File: src/design/supervisor_pkg.sv
// Purpose: shared constants for the reset and supply supervisor
// Assumes: 25 MHz system clock, 8-bit register port
// Notes: offsets are word indices on the plain register port
package supervisor_pkg;

    // ------------------------------------------------------------
    // register offsets
    // ------------------------------------------------------------
    localparam logic [3:0] ADDR_DETECT_CTRL = 4'h0;
    localparam logic [3:0] ADDR_TIMER_CTRL = 4'h1;
    localparam logic [3:0] ADDR_IRQ_STATUS = 4'h2;
    localparam logic [3:0] ADDR_IRQ_ENABLE = 4'h3;
    localparam logic [3:0] ADDR_IRQ_CLEAR = 4'h4;
    localparam logic [3:0] ADDR_RESET_CAUSE = 4'h5;
    localparam logic [3:0] ADDR_WDT_KICK = 4'h6;

    // ------------------------------------------------------------
    // field positions
    // ------------------------------------------------------------
    localparam int DET_EN_BIT = 7;
    localparam int DET_FLAG_BIT = 5;
    localparam int DET_LVL_LO = 0;
    localparam logic [3:0] WDT_DISABLE_CODE = 4'ha;
    localparam int IRQ_DET_BIT = 0;
    localparam int IRQ_CLR_BIT = 1;

    // ------------------------------------------------------------
    // reset values
    // ------------------------------------------------------------
    localparam logic [7:0] DET_CTRL_RST = 8'h00;
    localparam logic [7:0] TIMER_CTRL_RST = 8'h00;
    localparam logic [1:0] IRQ_EN_RST = 2'h0;

    // ------------------------------------------------------------
    // timing
    // ------------------------------------------------------------
    localparam int CLK_HZ = 25000000;
    localparam int WDT_TIMEOUT_US = 1000;
    localparam int WDT_CYCLES = (CLK_HZ / 1000000) * WDT_TIMEOUT_US;
    localparam int RST_PULSE_NS = 400;
    localparam int RST_PULSE_CYCLES = (RST_PULSE_NS + 39) / 40;

    typedef enum logic [1:0] {
        ST_HOLD = 2'b00,
        ST_RUN = 2'b01,
        ST_PULSE = 2'b10
    } rst_state_t;

endpackage : supervisor_pkg

File: src/design/reset_and_low_voltage_supervisor.sv
// Purpose: merge reset sources, supervise supply, detect low supply
// Assumes: 25 MHz clock; comparators and pin are asynchronous
// Notes: threshold of reset comparator is fixed outside by hardware
//
// Added by the designer: the strobed register port and the placing of the registers.
`timescale 1ns/10ps
module reset_and_low_voltage_supervisor
(
    // clock and power-on reset
    input wire logic i_sys_clk,
    input wire logic i_reset_n,
    // option and comparators
    input wire logic i_use_internal_reset,
    input wire logic i_supply_drop_reset_circuit,
    input wire logic i_supply_drop_detector,
    // reset pin, open drain
    input wire logic i_reset_pin_active_low,
    output logic o_reset_pin_line_out,
    output logic o_reset_pin_line_oe,
    // register port
    input wire logic [3:0] i_addr,
    input wire logic [7:0] i_wdata,
    input wire logic i_wr,
    input wire logic i_rd,
    output logic [7:0] o_rdata,
    // outputs
    output logic [1:0] o_detect_level_sel,
    output logic o_detect_enable,
    output logic o_sys_reset_n,
    output logic o_irq
);
    // ------------------------------------------------------------
    // synchronisers
    // ------------------------------------------------------------
    logic pin_low_s;
    logic lvr_low_s;
    logic lvd_low_s;
    logic pin_n_s;
    logic use_internal_s;

    // pin goes straight into the first flop; an inverter ahead of the
    // synchroniser would be logic reading an unsettled level
    level_sync u_pin_sync
    (
        .i_sys_clk(i_sys_clk),
        .i_reset_n(i_reset_n),
        .i_async(i_reset_pin_active_low),
        .o_sync(pin_n_s)
    );
    // synchroniser clears to zero, so the pin reads low until it settles
    assign pin_low_s = !pin_n_s;

    // option strap comes from outside this clock, synchronised like a pin
    level_sync u_opt_sync
    (
        .i_sys_clk(i_sys_clk),
        .i_reset_n(i_reset_n),
        .i_async(i_use_internal_reset),
        .o_sync(use_internal_s)
    );

    level_sync u_lvr_sync
    (
        .i_sys_clk(i_sys_clk),
        .i_reset_n(i_reset_n),
        .i_async(i_supply_drop_reset_circuit),
        .o_sync(lvr_low_s)
    );

    level_sync u_lvd_sync
    (
        .i_sys_clk(i_sys_clk),
        .i_reset_n(i_reset_n),
        .i_async(i_supply_drop_detector),
        .o_sync(lvd_low_s)
    );

    // ------------------------------------------------------------
    // registers
    // ------------------------------------------------------------
    logic [7:0] det_ctrl_r;
    logic [7:0] timer_ctrl_r;
    logic [1:0] irq_status_r;
    logic [1:0] irq_enable_r;
    logic [2:0] cause_r;
    logic internal_rst;
    logic wdt_enable;
    logic wdt_overflow;
    logic wdt_kick;
    logic supply_low_indicator;
    logic det_low_prev_r;
    logic supply_reset_req;
    logic wr_det;
    logic wr_clr;
    logic wr_timer;
    logic wr_irq_en;
    logic reset_event;

    assign wr_det = i_wr && (i_addr == supervisor_pkg::ADDR_DETECT_CTRL);
    assign wr_timer = i_wr && (i_addr == supervisor_pkg::ADDR_TIMER_CTRL);
    assign wr_irq_en = i_wr && (i_addr == supervisor_pkg::ADDR_IRQ_ENABLE);
    assign wr_clr = i_wr && (i_addr == supervisor_pkg::ADDR_IRQ_CLEAR);
    assign wdt_kick = i_wr && (i_addr == supervisor_pkg::ADDR_WDT_KICK);

    // option enables the supply comparator as reset source; the pin is always one
    assign supply_reset_req =
        use_internal_s ? lvr_low_s : 1'b0;

    // ------------------------------------------------------------
    // watchdog
    // ------------------------------------------------------------
    // disable pattern in the upper nibble stops watchdog resets
    assign wdt_enable = timer_ctrl_r[7:4] != supervisor_pkg::WDT_DISABLE_CODE;

    watchdog_counter u_wdt
    (
        .i_sys_clk(i_sys_clk),
        .i_reset_n(i_reset_n && !internal_rst),
        .i_enable(wdt_enable),
        .i_kick(wdt_kick),
        .o_overflow(wdt_overflow)
    );

    // ------------------------------------------------------------
    // reset sequencer
    // ------------------------------------------------------------
    supervisor_pkg::rst_state_t state_r;
    logic [7:0] pulse_cnt_r;

    // a source seen while running starts the pin pulse
    assign reset_event = (state_r == supervisor_pkg::ST_RUN)
        && (supply_reset_req || pin_low_s || wdt_overflow);

    always_ff @(posedge i_sys_clk)
    begin
        if (!i_reset_n)
            state_r <= supervisor_pkg::ST_HOLD;
        else
        begin
            unique case (state_r)
                supervisor_pkg::ST_HOLD:
                begin
                    // leave only once pin high and, with the option set, supply good
                    if (!supply_reset_req && !pin_low_s)
                        state_r <= supervisor_pkg::ST_RUN;
                end
                supervisor_pkg::ST_RUN:
                begin
                    if (reset_event)
                        state_r <= supervisor_pkg::ST_PULSE;
                end
                supervisor_pkg::ST_PULSE:
                begin
                    // pulse lets the pin be seen low externally
                    if (pulse_cnt_r ==
                        8'(supervisor_pkg::RST_PULSE_CYCLES - 1))
                        state_r <= supervisor_pkg::ST_HOLD;
                end
                default:
                    state_r <= supervisor_pkg::ST_HOLD;
            endcase
        end
    end

    // pulse length counter, runs only while the pin is pulled
    always_ff @(posedge i_sys_clk)
    begin
        if (!i_reset_n || state_r != supervisor_pkg::ST_PULSE)
            pulse_cnt_r <= 8'h0;
        else
            pulse_cnt_r <= pulse_cnt_r + 8'h1;
    end

    assign internal_rst = state_r != supervisor_pkg::ST_RUN;

    // ------------------------------------------------------------
    // reset cause
    // ------------------------------------------------------------
    // kept across internal resets so software can read it afterwards
    always_ff @(posedge i_sys_clk)
    begin
        if (!i_reset_n)
            cause_r <= 3'h0;
        else if (reset_event)
            cause_r <= {supply_reset_req, wdt_overflow, pin_low_s};
    end

    // pin driven low only for the pulse, else it would hold itself
    always_ff @(posedge i_sys_clk)
    begin
        if (!i_reset_n)
        begin
            o_reset_pin_line_oe <= 1'b0;
            o_reset_pin_line_out <= 1'b0;
            o_sys_reset_n <= 1'b0;
        end
        else
        begin
            o_reset_pin_line_oe <= state_r == supervisor_pkg::ST_PULSE;
            o_reset_pin_line_out <= 1'b0;
            o_sys_reset_n <= !internal_rst;
        end
    end

    // ------------------------------------------------------------
    // control registers, restored on any internal reset
    // ------------------------------------------------------------
    always_ff @(posedge i_sys_clk)
    begin
        if (!i_reset_n || internal_rst)
        begin
            det_ctrl_r <= supervisor_pkg::DET_CTRL_RST;
            timer_ctrl_r <= supervisor_pkg::TIMER_CTRL_RST;
            irq_enable_r <= supervisor_pkg::IRQ_EN_RST;
        end
        else if (i_wr)
        begin
            if (wr_det)
                det_ctrl_r <= i_wdata;
            if (wr_timer)
                timer_ctrl_r <= i_wdata;
            if (wr_irq_en)
                irq_enable_r <= i_wdata[1:0];
        end
    end

    // detector output gated by enable bit
    assign o_detect_enable = det_ctrl_r[supervisor_pkg::DET_EN_BIT];
    assign supply_low_indicator = o_detect_enable && lvd_low_s;
    assign o_detect_level_sel =
        det_ctrl_r[supervisor_pkg::DET_LVL_LO +: 2];

    // ------------------------------------------------------------
    // interrupts: set wins over clear
    // ------------------------------------------------------------
    always_ff @(posedge i_sys_clk)
    begin
        if (!i_reset_n || internal_rst)
        begin
            irq_status_r <= 2'h0;
            det_low_prev_r <= 1'b0;
        end
        else
        begin
            det_low_prev_r <= supply_low_indicator;
            irq_status_r[supervisor_pkg::IRQ_DET_BIT] <=
                (supply_low_indicator && !det_low_prev_r)
                || (irq_status_r[supervisor_pkg::IRQ_DET_BIT]
                    && !(wr_clr && i_wdata[supervisor_pkg::IRQ_DET_BIT]));
            // spare status bit, kept clear
            irq_status_r[supervisor_pkg::IRQ_CLR_BIT] <= 1'b0;
        end
    end

    // level output follows status and enable one cycle later
    always_ff @(posedge i_sys_clk)
    begin
        if (!i_reset_n || internal_rst)
            o_irq <= 1'b0;
        else
            o_irq <= |(irq_status_r & irq_enable_r);
    end

    // ------------------------------------------------------------
    // read port
    // ------------------------------------------------------------
    always_ff @(posedge i_sys_clk)
    begin
        if (!i_reset_n)
            o_rdata <= 8'h0;
        else if (i_rd)
        begin
            unique case (i_addr)
                supervisor_pkg::ADDR_DETECT_CTRL:
                    o_rdata <= {det_ctrl_r[7:6], supply_low_indicator,
                        det_ctrl_r[4:0]};
                supervisor_pkg::ADDR_TIMER_CTRL:
                    o_rdata <= timer_ctrl_r;
                supervisor_pkg::ADDR_IRQ_STATUS:
                    o_rdata <= {6'h0, irq_status_r};
                supervisor_pkg::ADDR_IRQ_ENABLE:
                    o_rdata <= {6'h0, irq_enable_r};
                supervisor_pkg::ADDR_RESET_CAUSE:
                    o_rdata <= {5'h0, cause_r};
                default:
                    o_rdata <= 8'h0;
            endcase
        end
        else
            o_rdata <= 8'h0;
    end
endmodule : reset_and_low_voltage_supervisor

File: src/design/level_sync.sv
// Purpose: two-stage synchroniser for one asynchronous level
// Assumes: destination clock i_sys_clk
// Notes: first stage is read only by the second stage
`timescale 1ns/10ps
module level_sync
(
    // clock and reset
    input wire logic i_sys_clk,
    input wire logic i_reset_n,
    // level
    input wire logic i_async,
    output logic o_sync
);
    logic meta_r;

    always_ff @(posedge i_sys_clk)
    begin
        if (!i_reset_n)
        begin
            meta_r <= 1'b0;
            o_sync <= 1'b0;
        end
        else
        begin
            meta_r <= i_async;
            o_sync <= meta_r;
        end
    end
endmodule : level_sync

File: src/design/watchdog_counter.sv
// Purpose: watchdog counter with overflow pulse
// Assumes: kick and enable from same clock
// Notes: overflow is a one-cycle pulse, counter restarts after it
`timescale 1ns/10ps
module watchdog_counter
(
    // clock and reset
    input wire logic i_sys_clk,
    input wire logic i_reset_n,
    // control
    input wire logic i_enable,
    input wire logic i_kick,
    output logic o_overflow
);
    logic [31:0] count_r;

    always_ff @(posedge i_sys_clk)
    begin
        if (!i_reset_n || !i_enable || i_kick)
        begin
            count_r <= 32'h0;
            o_overflow <= 1'b0;
        end
        else if (count_r == 32'(supervisor_pkg::WDT_CYCLES - 1))
        begin
            count_r <= 32'h0;
            o_overflow <= 1'b1;
        end
        else
        begin
            count_r <= count_r + 32'h1;
            o_overflow <= 1'b0;
        end
    end
endmodule : watchdog_counter

File: config.mk
export PLATFORM = sky130hd
export DESIGN_NAME = reset_and_low_voltage_supervisor
export DESIGN_NICKNAME = d
export VERILOG_FILES = /design/src/design/supervisor_pkg.sv /design/src/design/reset_and_low_voltage_supervisor.sv /design/src/design/level_sync.sv /design/src/design/watchdog_counter.sv
export SDC_FILE = /design/constraint.sdc
export NUM_CORES = 1
export LEC_CHECK = 0
export BUFFER_PORTS_ARGS = -buffer_cell sky130_fd_sc_hd__buf_4
export CAP_MARGIN = 30
export CORE_ASPECT_RATIO = 1.25
export CORE_UTILIZATION = 36
export DETAILED_ROUTE_END_ITERATION = 8
export PLACE_DENSITY = 0.61
export SYNTH_ARGS = -nofsm -noshare
export SYNTH_HDL_FRONTEND = slang
export SYNTH_SLANG_ARGS = --single-unit
File: constraint.sdc
create_clock -name i_sys_clk -period 2.9 [get_ports i_sys_clk]
set_clock_uncertainty 0.15 [all_clocks]
set_input_delay 0.145 -clock i_sys_clk [delete_from_list [all_inputs] [get_ports i_sys_clk]]
set_output_delay 0.145 -clock i_sys_clk [all_outputs]
set_load 0.01 [all_outputs]
Word level (Yosys, flattened, before mapping)
Cells that the tools add are included.

Flip-flop bits (word level): 86. Input bits: 20. Output and inout bits: 15. Word-level logic and storage cells: 85.

Add/subtract/negate cells: 2. Equality and inequality tests: 16. Mux-type cells: 7. Bitwise operators: 1. Reduce and logical (&&, ||, !) cells: 36.

Operators by type and width (count): one-hot mux 8 bit (5 select lines) (1); adder 32 x 1 -> 32 bit (second input constant) (1); == test 32 x 15 -> 1 bit (second input constant) (1); == test 4 x 3 -> 1 bit (second input constant) (3); logical AND 1 bit (12); adder 8 x 1 -> 8 bit (second input constant) (1); == test 4 x 2 -> 1 bit (second input constant) (2); == test 8 x 4 -> 1 bit (second input constant) (1); zero test 1 bit (8); inequality test 2 bit (second input constant) (4); AND reduction 2 bit (4); logical OR 1 bit (7); 2-to-1 mux 2 bit (3); one-hot mux 2 bit (3 select lines) (1); == test 4 x 1 -> 1 bit (second input constant) (1); zero test 4 bit (1); inequality test 4 bit (second input constant) (1); OR reduction 2 bit (2); AND reduction 3 bit (1); AND 2 bit (1); == test 2 x 1 -> 1 bit (second input constant) (1); == test 2 bit (second input constant) (1); zero test 2 bit (1); 2-to-1 mux 1 bit (2); inequality test 2 x 1 -> 1 bit (second input constant) (1).

Logic depth before layout (Yosys ltp)
Depth after elaboration: 7. Mapped depth: 7. Mapped depth without buffers: 5.

Hierarchy
Synthesis repeated with hierarchy kept, for this count alone.

Cell total of the unflattened synthesis: 414. Area, all modules: 3624.7 sq um.

By module, submodules not included: reset_and_low_voltage_supervisor (instances 1, cells an instance 214, area each 1854.3 sq um, sequential area each 860.8 sq um); watchdog_counter (instances 1, cells an instance 184, area each 1560.2 sq um, sequential area each 660.6 sq um); level_sync (instances 4, cells an instance 4, area each 52.6 sq um, sequential area each 40.0 sq um).

Worst setup path after synthesis
No wires, ideal clock.

Path type: reg-to-reg. Start: register u_wdt.count_r[0]. End: register u_wdt.count_r[30]. Library setup time: 0.071 ns. Arrival time: 2.038 ns. Required time: 2.679 ns. Slack: 0.642 ns. Cell stages (with the launch flop): 8. Path buffers: 2. Period minus slack after synthesis: 2.258 ns. Path through: dfxtp_1 -> ha_1 -> and3_1 -> buf_4 -> or4b_1 -> buf_2 -> or4_1 -> a21oi_1.

Longest elaborated chain between the ends: 2. Elaborated cells between the ends (all ways): 3. Classes of those cells: 1 x add/sub; 1 x eq/ne; 1 x reduce/logical.

RTL lines: start: declaration (RTL line watchdog_counter.sv:15) `logic [31:0] count_r;`; start signal: assignment (RTL line watchdog_counter.sv:31) `count_r <= count_r + 32'h1;`; parallel branches: the longest is 2 deep, another holds adder 32 x 1 -> 32 bit.

Parallel ways; which one is timed is not known. A chain may end at the register's enable or synchronous reset.

Worst setup path after layout
Start: register u_wdt.count_r[0]. End: register u_wdt.count_r[26].

Same word-level chain as after synthesis.

==> results.py <==
metrics = {
    "power_and_ir_drop": {
        "max-vdd-ir-drop_v": 0.000291,
        "p_leak_nw": 1.63,
        "p_per_area_nw_per_um2": 530,
    },
    "floorplan": {
        "start_util_pct": 37.2,
        "die_h_um": 113,
        "dieArea_um2": 10300,
        "row_count": 40,
        "fp.dieW_um": 91.1,
        "io_pins": 35,
        "core_um2": 9610,
    },
    "synth": {
        "yosysTopAreaCell": "dfxtp_1",
        "synthesis.nets": 416,
        "synth.distinct_cells": 45,
        "synth_ff_type": "dfxtp_1",
        "synth_area_um2": 3580,
        "synth_edf_count": 0,
        "yosysWarnings": 0,
        "async_flop_share_pct": 0,
        "ys_ff_latch": 84,
        "synth.avg_cell_area_um2": 9.10,
        "synth-seq-area-share_pct": 47.0,
        "syn_inst": 393,
        "synth_area_leaders": "dfxtp_1 47%, nor2_1 6.0%, mux2i_1 5.9%, a21oi_1 3.5%, xor2_1 2.9%",
        "synth_top_area_share_pct": 47.0,
    },
    "global_routing": {
        "grt_remaining_overflow": 0,
        "grtUsageTotal_pct": 15.6,
        "grt_first_pass_wirelength_um": 12800,
        "grt_pass1_vias": 2851,
        "antenna_found_initial": 0,
        "grt_max_degree": 22,
    },
    "layout": {
        "drive_gt1_share_pct": 12.8,
        "final_common_cell": "dfxtp_1",
        "finish.utilization_pct": 45.9,
        "antennaDiodeCount": 0,
        "layout_common_cells": "84 x dfxtp_1, 57 x nor2_1, 36 x buf_4",
        "nets": 463,
        "area_growth_pct": 23.3,
    },
    "sta": {
        "slew-limit-headroom_pct": 57.0,
        "worst_pin_slew_ns": 0.642,
        "finalSetupViolCount": 0,
        "rsz0062_at_grt": "false",
        "hold_ws_ns": 0.0569,
        "tns_ns": 0,
        "fin_crit_sh_pct": 85.0,
        "finalWorstSetupSlack_ns": 0.436,
        "min_period_ns": 2.46,
        "hold_viol": 0,
        "fmax_mhz": 406,
        "slew_viol_final": 0,
    },
    "setup_path": {
        "ff2ff_setup_slack_ns": 0.44,
        "critPathCaptureType": "flop",
        "crit_type": "flop to flop",
        "critPathLaunch": "u_wdt.count_r[0]",
        "start_kind": "flop",
        "worstPathArrival_ns": 2.58,
        "critPathMaxFanout": 9,
        "reg2reg_from": "u_wdt.count_r[0]",
        "required_ns": 3.01,
    },
    "clock_tree": {
        "clk_path_buf_depth": 2,
        "clock_sinks": 84,
        "cts.clk_slew.worst_paths_ns": 0.06,
        "clock_latency_ns": 0.33,
        "cts_setup_buffers": 0,
        "htreeDepth": 3,
        "cts.repair.resized": 0,
        "cts_root_buf": "clkbuf_16",
        "cts_buffers": 9,
        "cts_tree": "yes",
    },
    "status": {
        "status": "completed",
    },
    "routing": {
        "routed_wirelength_um": 7700,
        "drc": 0,
        "drt-initial-drc-count": 106,
        "ant_nets": 0,
        "first_pass_iters": 4,
        "via_per_inst": 5.28,
        "dr_total_vias": 3017,
        "routedWlPerCell_um": 13.5,
    },
    "placed_design": {
        "place_ws_ns": 0.456,
        "dpl.hpwl_um": 5350,
        "port_buffers": 33,
        "place_congestion": 0.804,
    },
    "hold_path": {
        "min_from": "i_addr[0]",
        "min_path_type": "input port to flop",
    },
    "run": {
        "cap_violations": 0,
    },
}
[critical path: stages, from the launching register on]
cell and delay [ns]:
dfxtp_1 0.38, ha_1 0.25, and3_1 0.29, or4b_1 0.62, or4_1 0.55, a21oi_1 0.15
[state kept, by name (all words and copies together) (netlist names)]
register / count
u_wdt.count_r: 32
o_rdata: 8
pulse_cnt_r: 8
timer_ctrl_r: 8
det_ctrl_r: 7
cause_r: 3
irq_enable_r: 2
state_r: 2
det_low_prev_r: 1
irq_status_r: 1
o_irq: 1
o_reset_pin_line_oe: 1
o_sys_reset_n: 1
u_lvd_sync.meta_r: 1
u_lvd_sync.o_sync: 1
u_lvr_sync.meta_r: 1
u_lvr_sync.o_sync: 1
u_opt_sync.meta_r: 1
u_opt_sync.o_sync: 1
u_pin_sync.meta_r: 1
u_pin_sync.o_sync: 1
u_wdt.o_overflow: 1
[logic make-up (layout without fill, tap and decap cells)]
group | after synthesis | after routing | synth area share (%)
compound gates | 54 | 54 | 9.10
flops | 84 | 84 | 47.0
buf+inv | 27 | 79 | 3.36
simple gates | 181 | 181 | 27.6
xor+xnor | 19 | 19 | 4.65
other cells | 1 | 1 | 0.105
fa+ha+maj | 3 | 3 | 1.05
mux | 24 | 24 | 7.14
[through the flow]
| step | total power [mW] | instance area, um^2 | std cells |
|---|---|---|---|
| final | 2.34 | 4410 | 571 |
| after global routing | 2.43 | 4410 | 571 |
| after CTS | 2.37 | 4410 | 571 |
| after detailed placement | 1.25 | 3910 | 534 |
| after global placement | 1.25 | 3910 | 534 |
| after floorplan | 1.22 | 3580 | 393 |
[path summary, 6_finish.rpt]
check / to / cells past startpoint
worst max-delay path: u_wdt.count_r[26] / 5
worst min-delay path: o_rdata[5] / 3
worst max register to register: u_wdt.count_r[26] / 5
worst min register to register: u_pin_sync.o_sync / 1
[layer usage]
metal	track usage [%]	routed length, um	vias up
met5	0	0	-
li1	-	-	1513
met4	7.30	157	0
met3	4.67	356	16
met2	27.1	3830	63
met1	17.5	3360	1425
[timing repair]
item	CTS	global route
endpoints found under the setup margin	0	0
hold buffers	21	0
endpoints found under the hold margin	28	0
[layout make-up]
cell class	count	area, um^2
flip-flops and latches	84	1680
clock inverters	3	20.0
fillers	944	5200
clock buffers	13	270
well taps	126	158
multi-input cells	282	1780
repair buffers	57	480
inverters	6	22.5
[cells in the mapped netlist (all sizes together) (9+ instances only)]
master / number
or4: 13
o31ai: 11
dfxtp: 84
and2: 10
nand3: 19
xor2: 12
o21ai: 10
nand2: 20
mux2i: 21
and4: 9
a21oi: 25
clkbuf: 13
nor2: 57
nand4: 14
[power breakdown]
part / switching (mW) / internal [mW]
Sequential: 0.00366 / 1.16
Clock: 0.440 / 0.649
Combinational: 0.0358 / 0.0474
Total: 0.479 / 1.86
(Power assumes the default switching activity.)
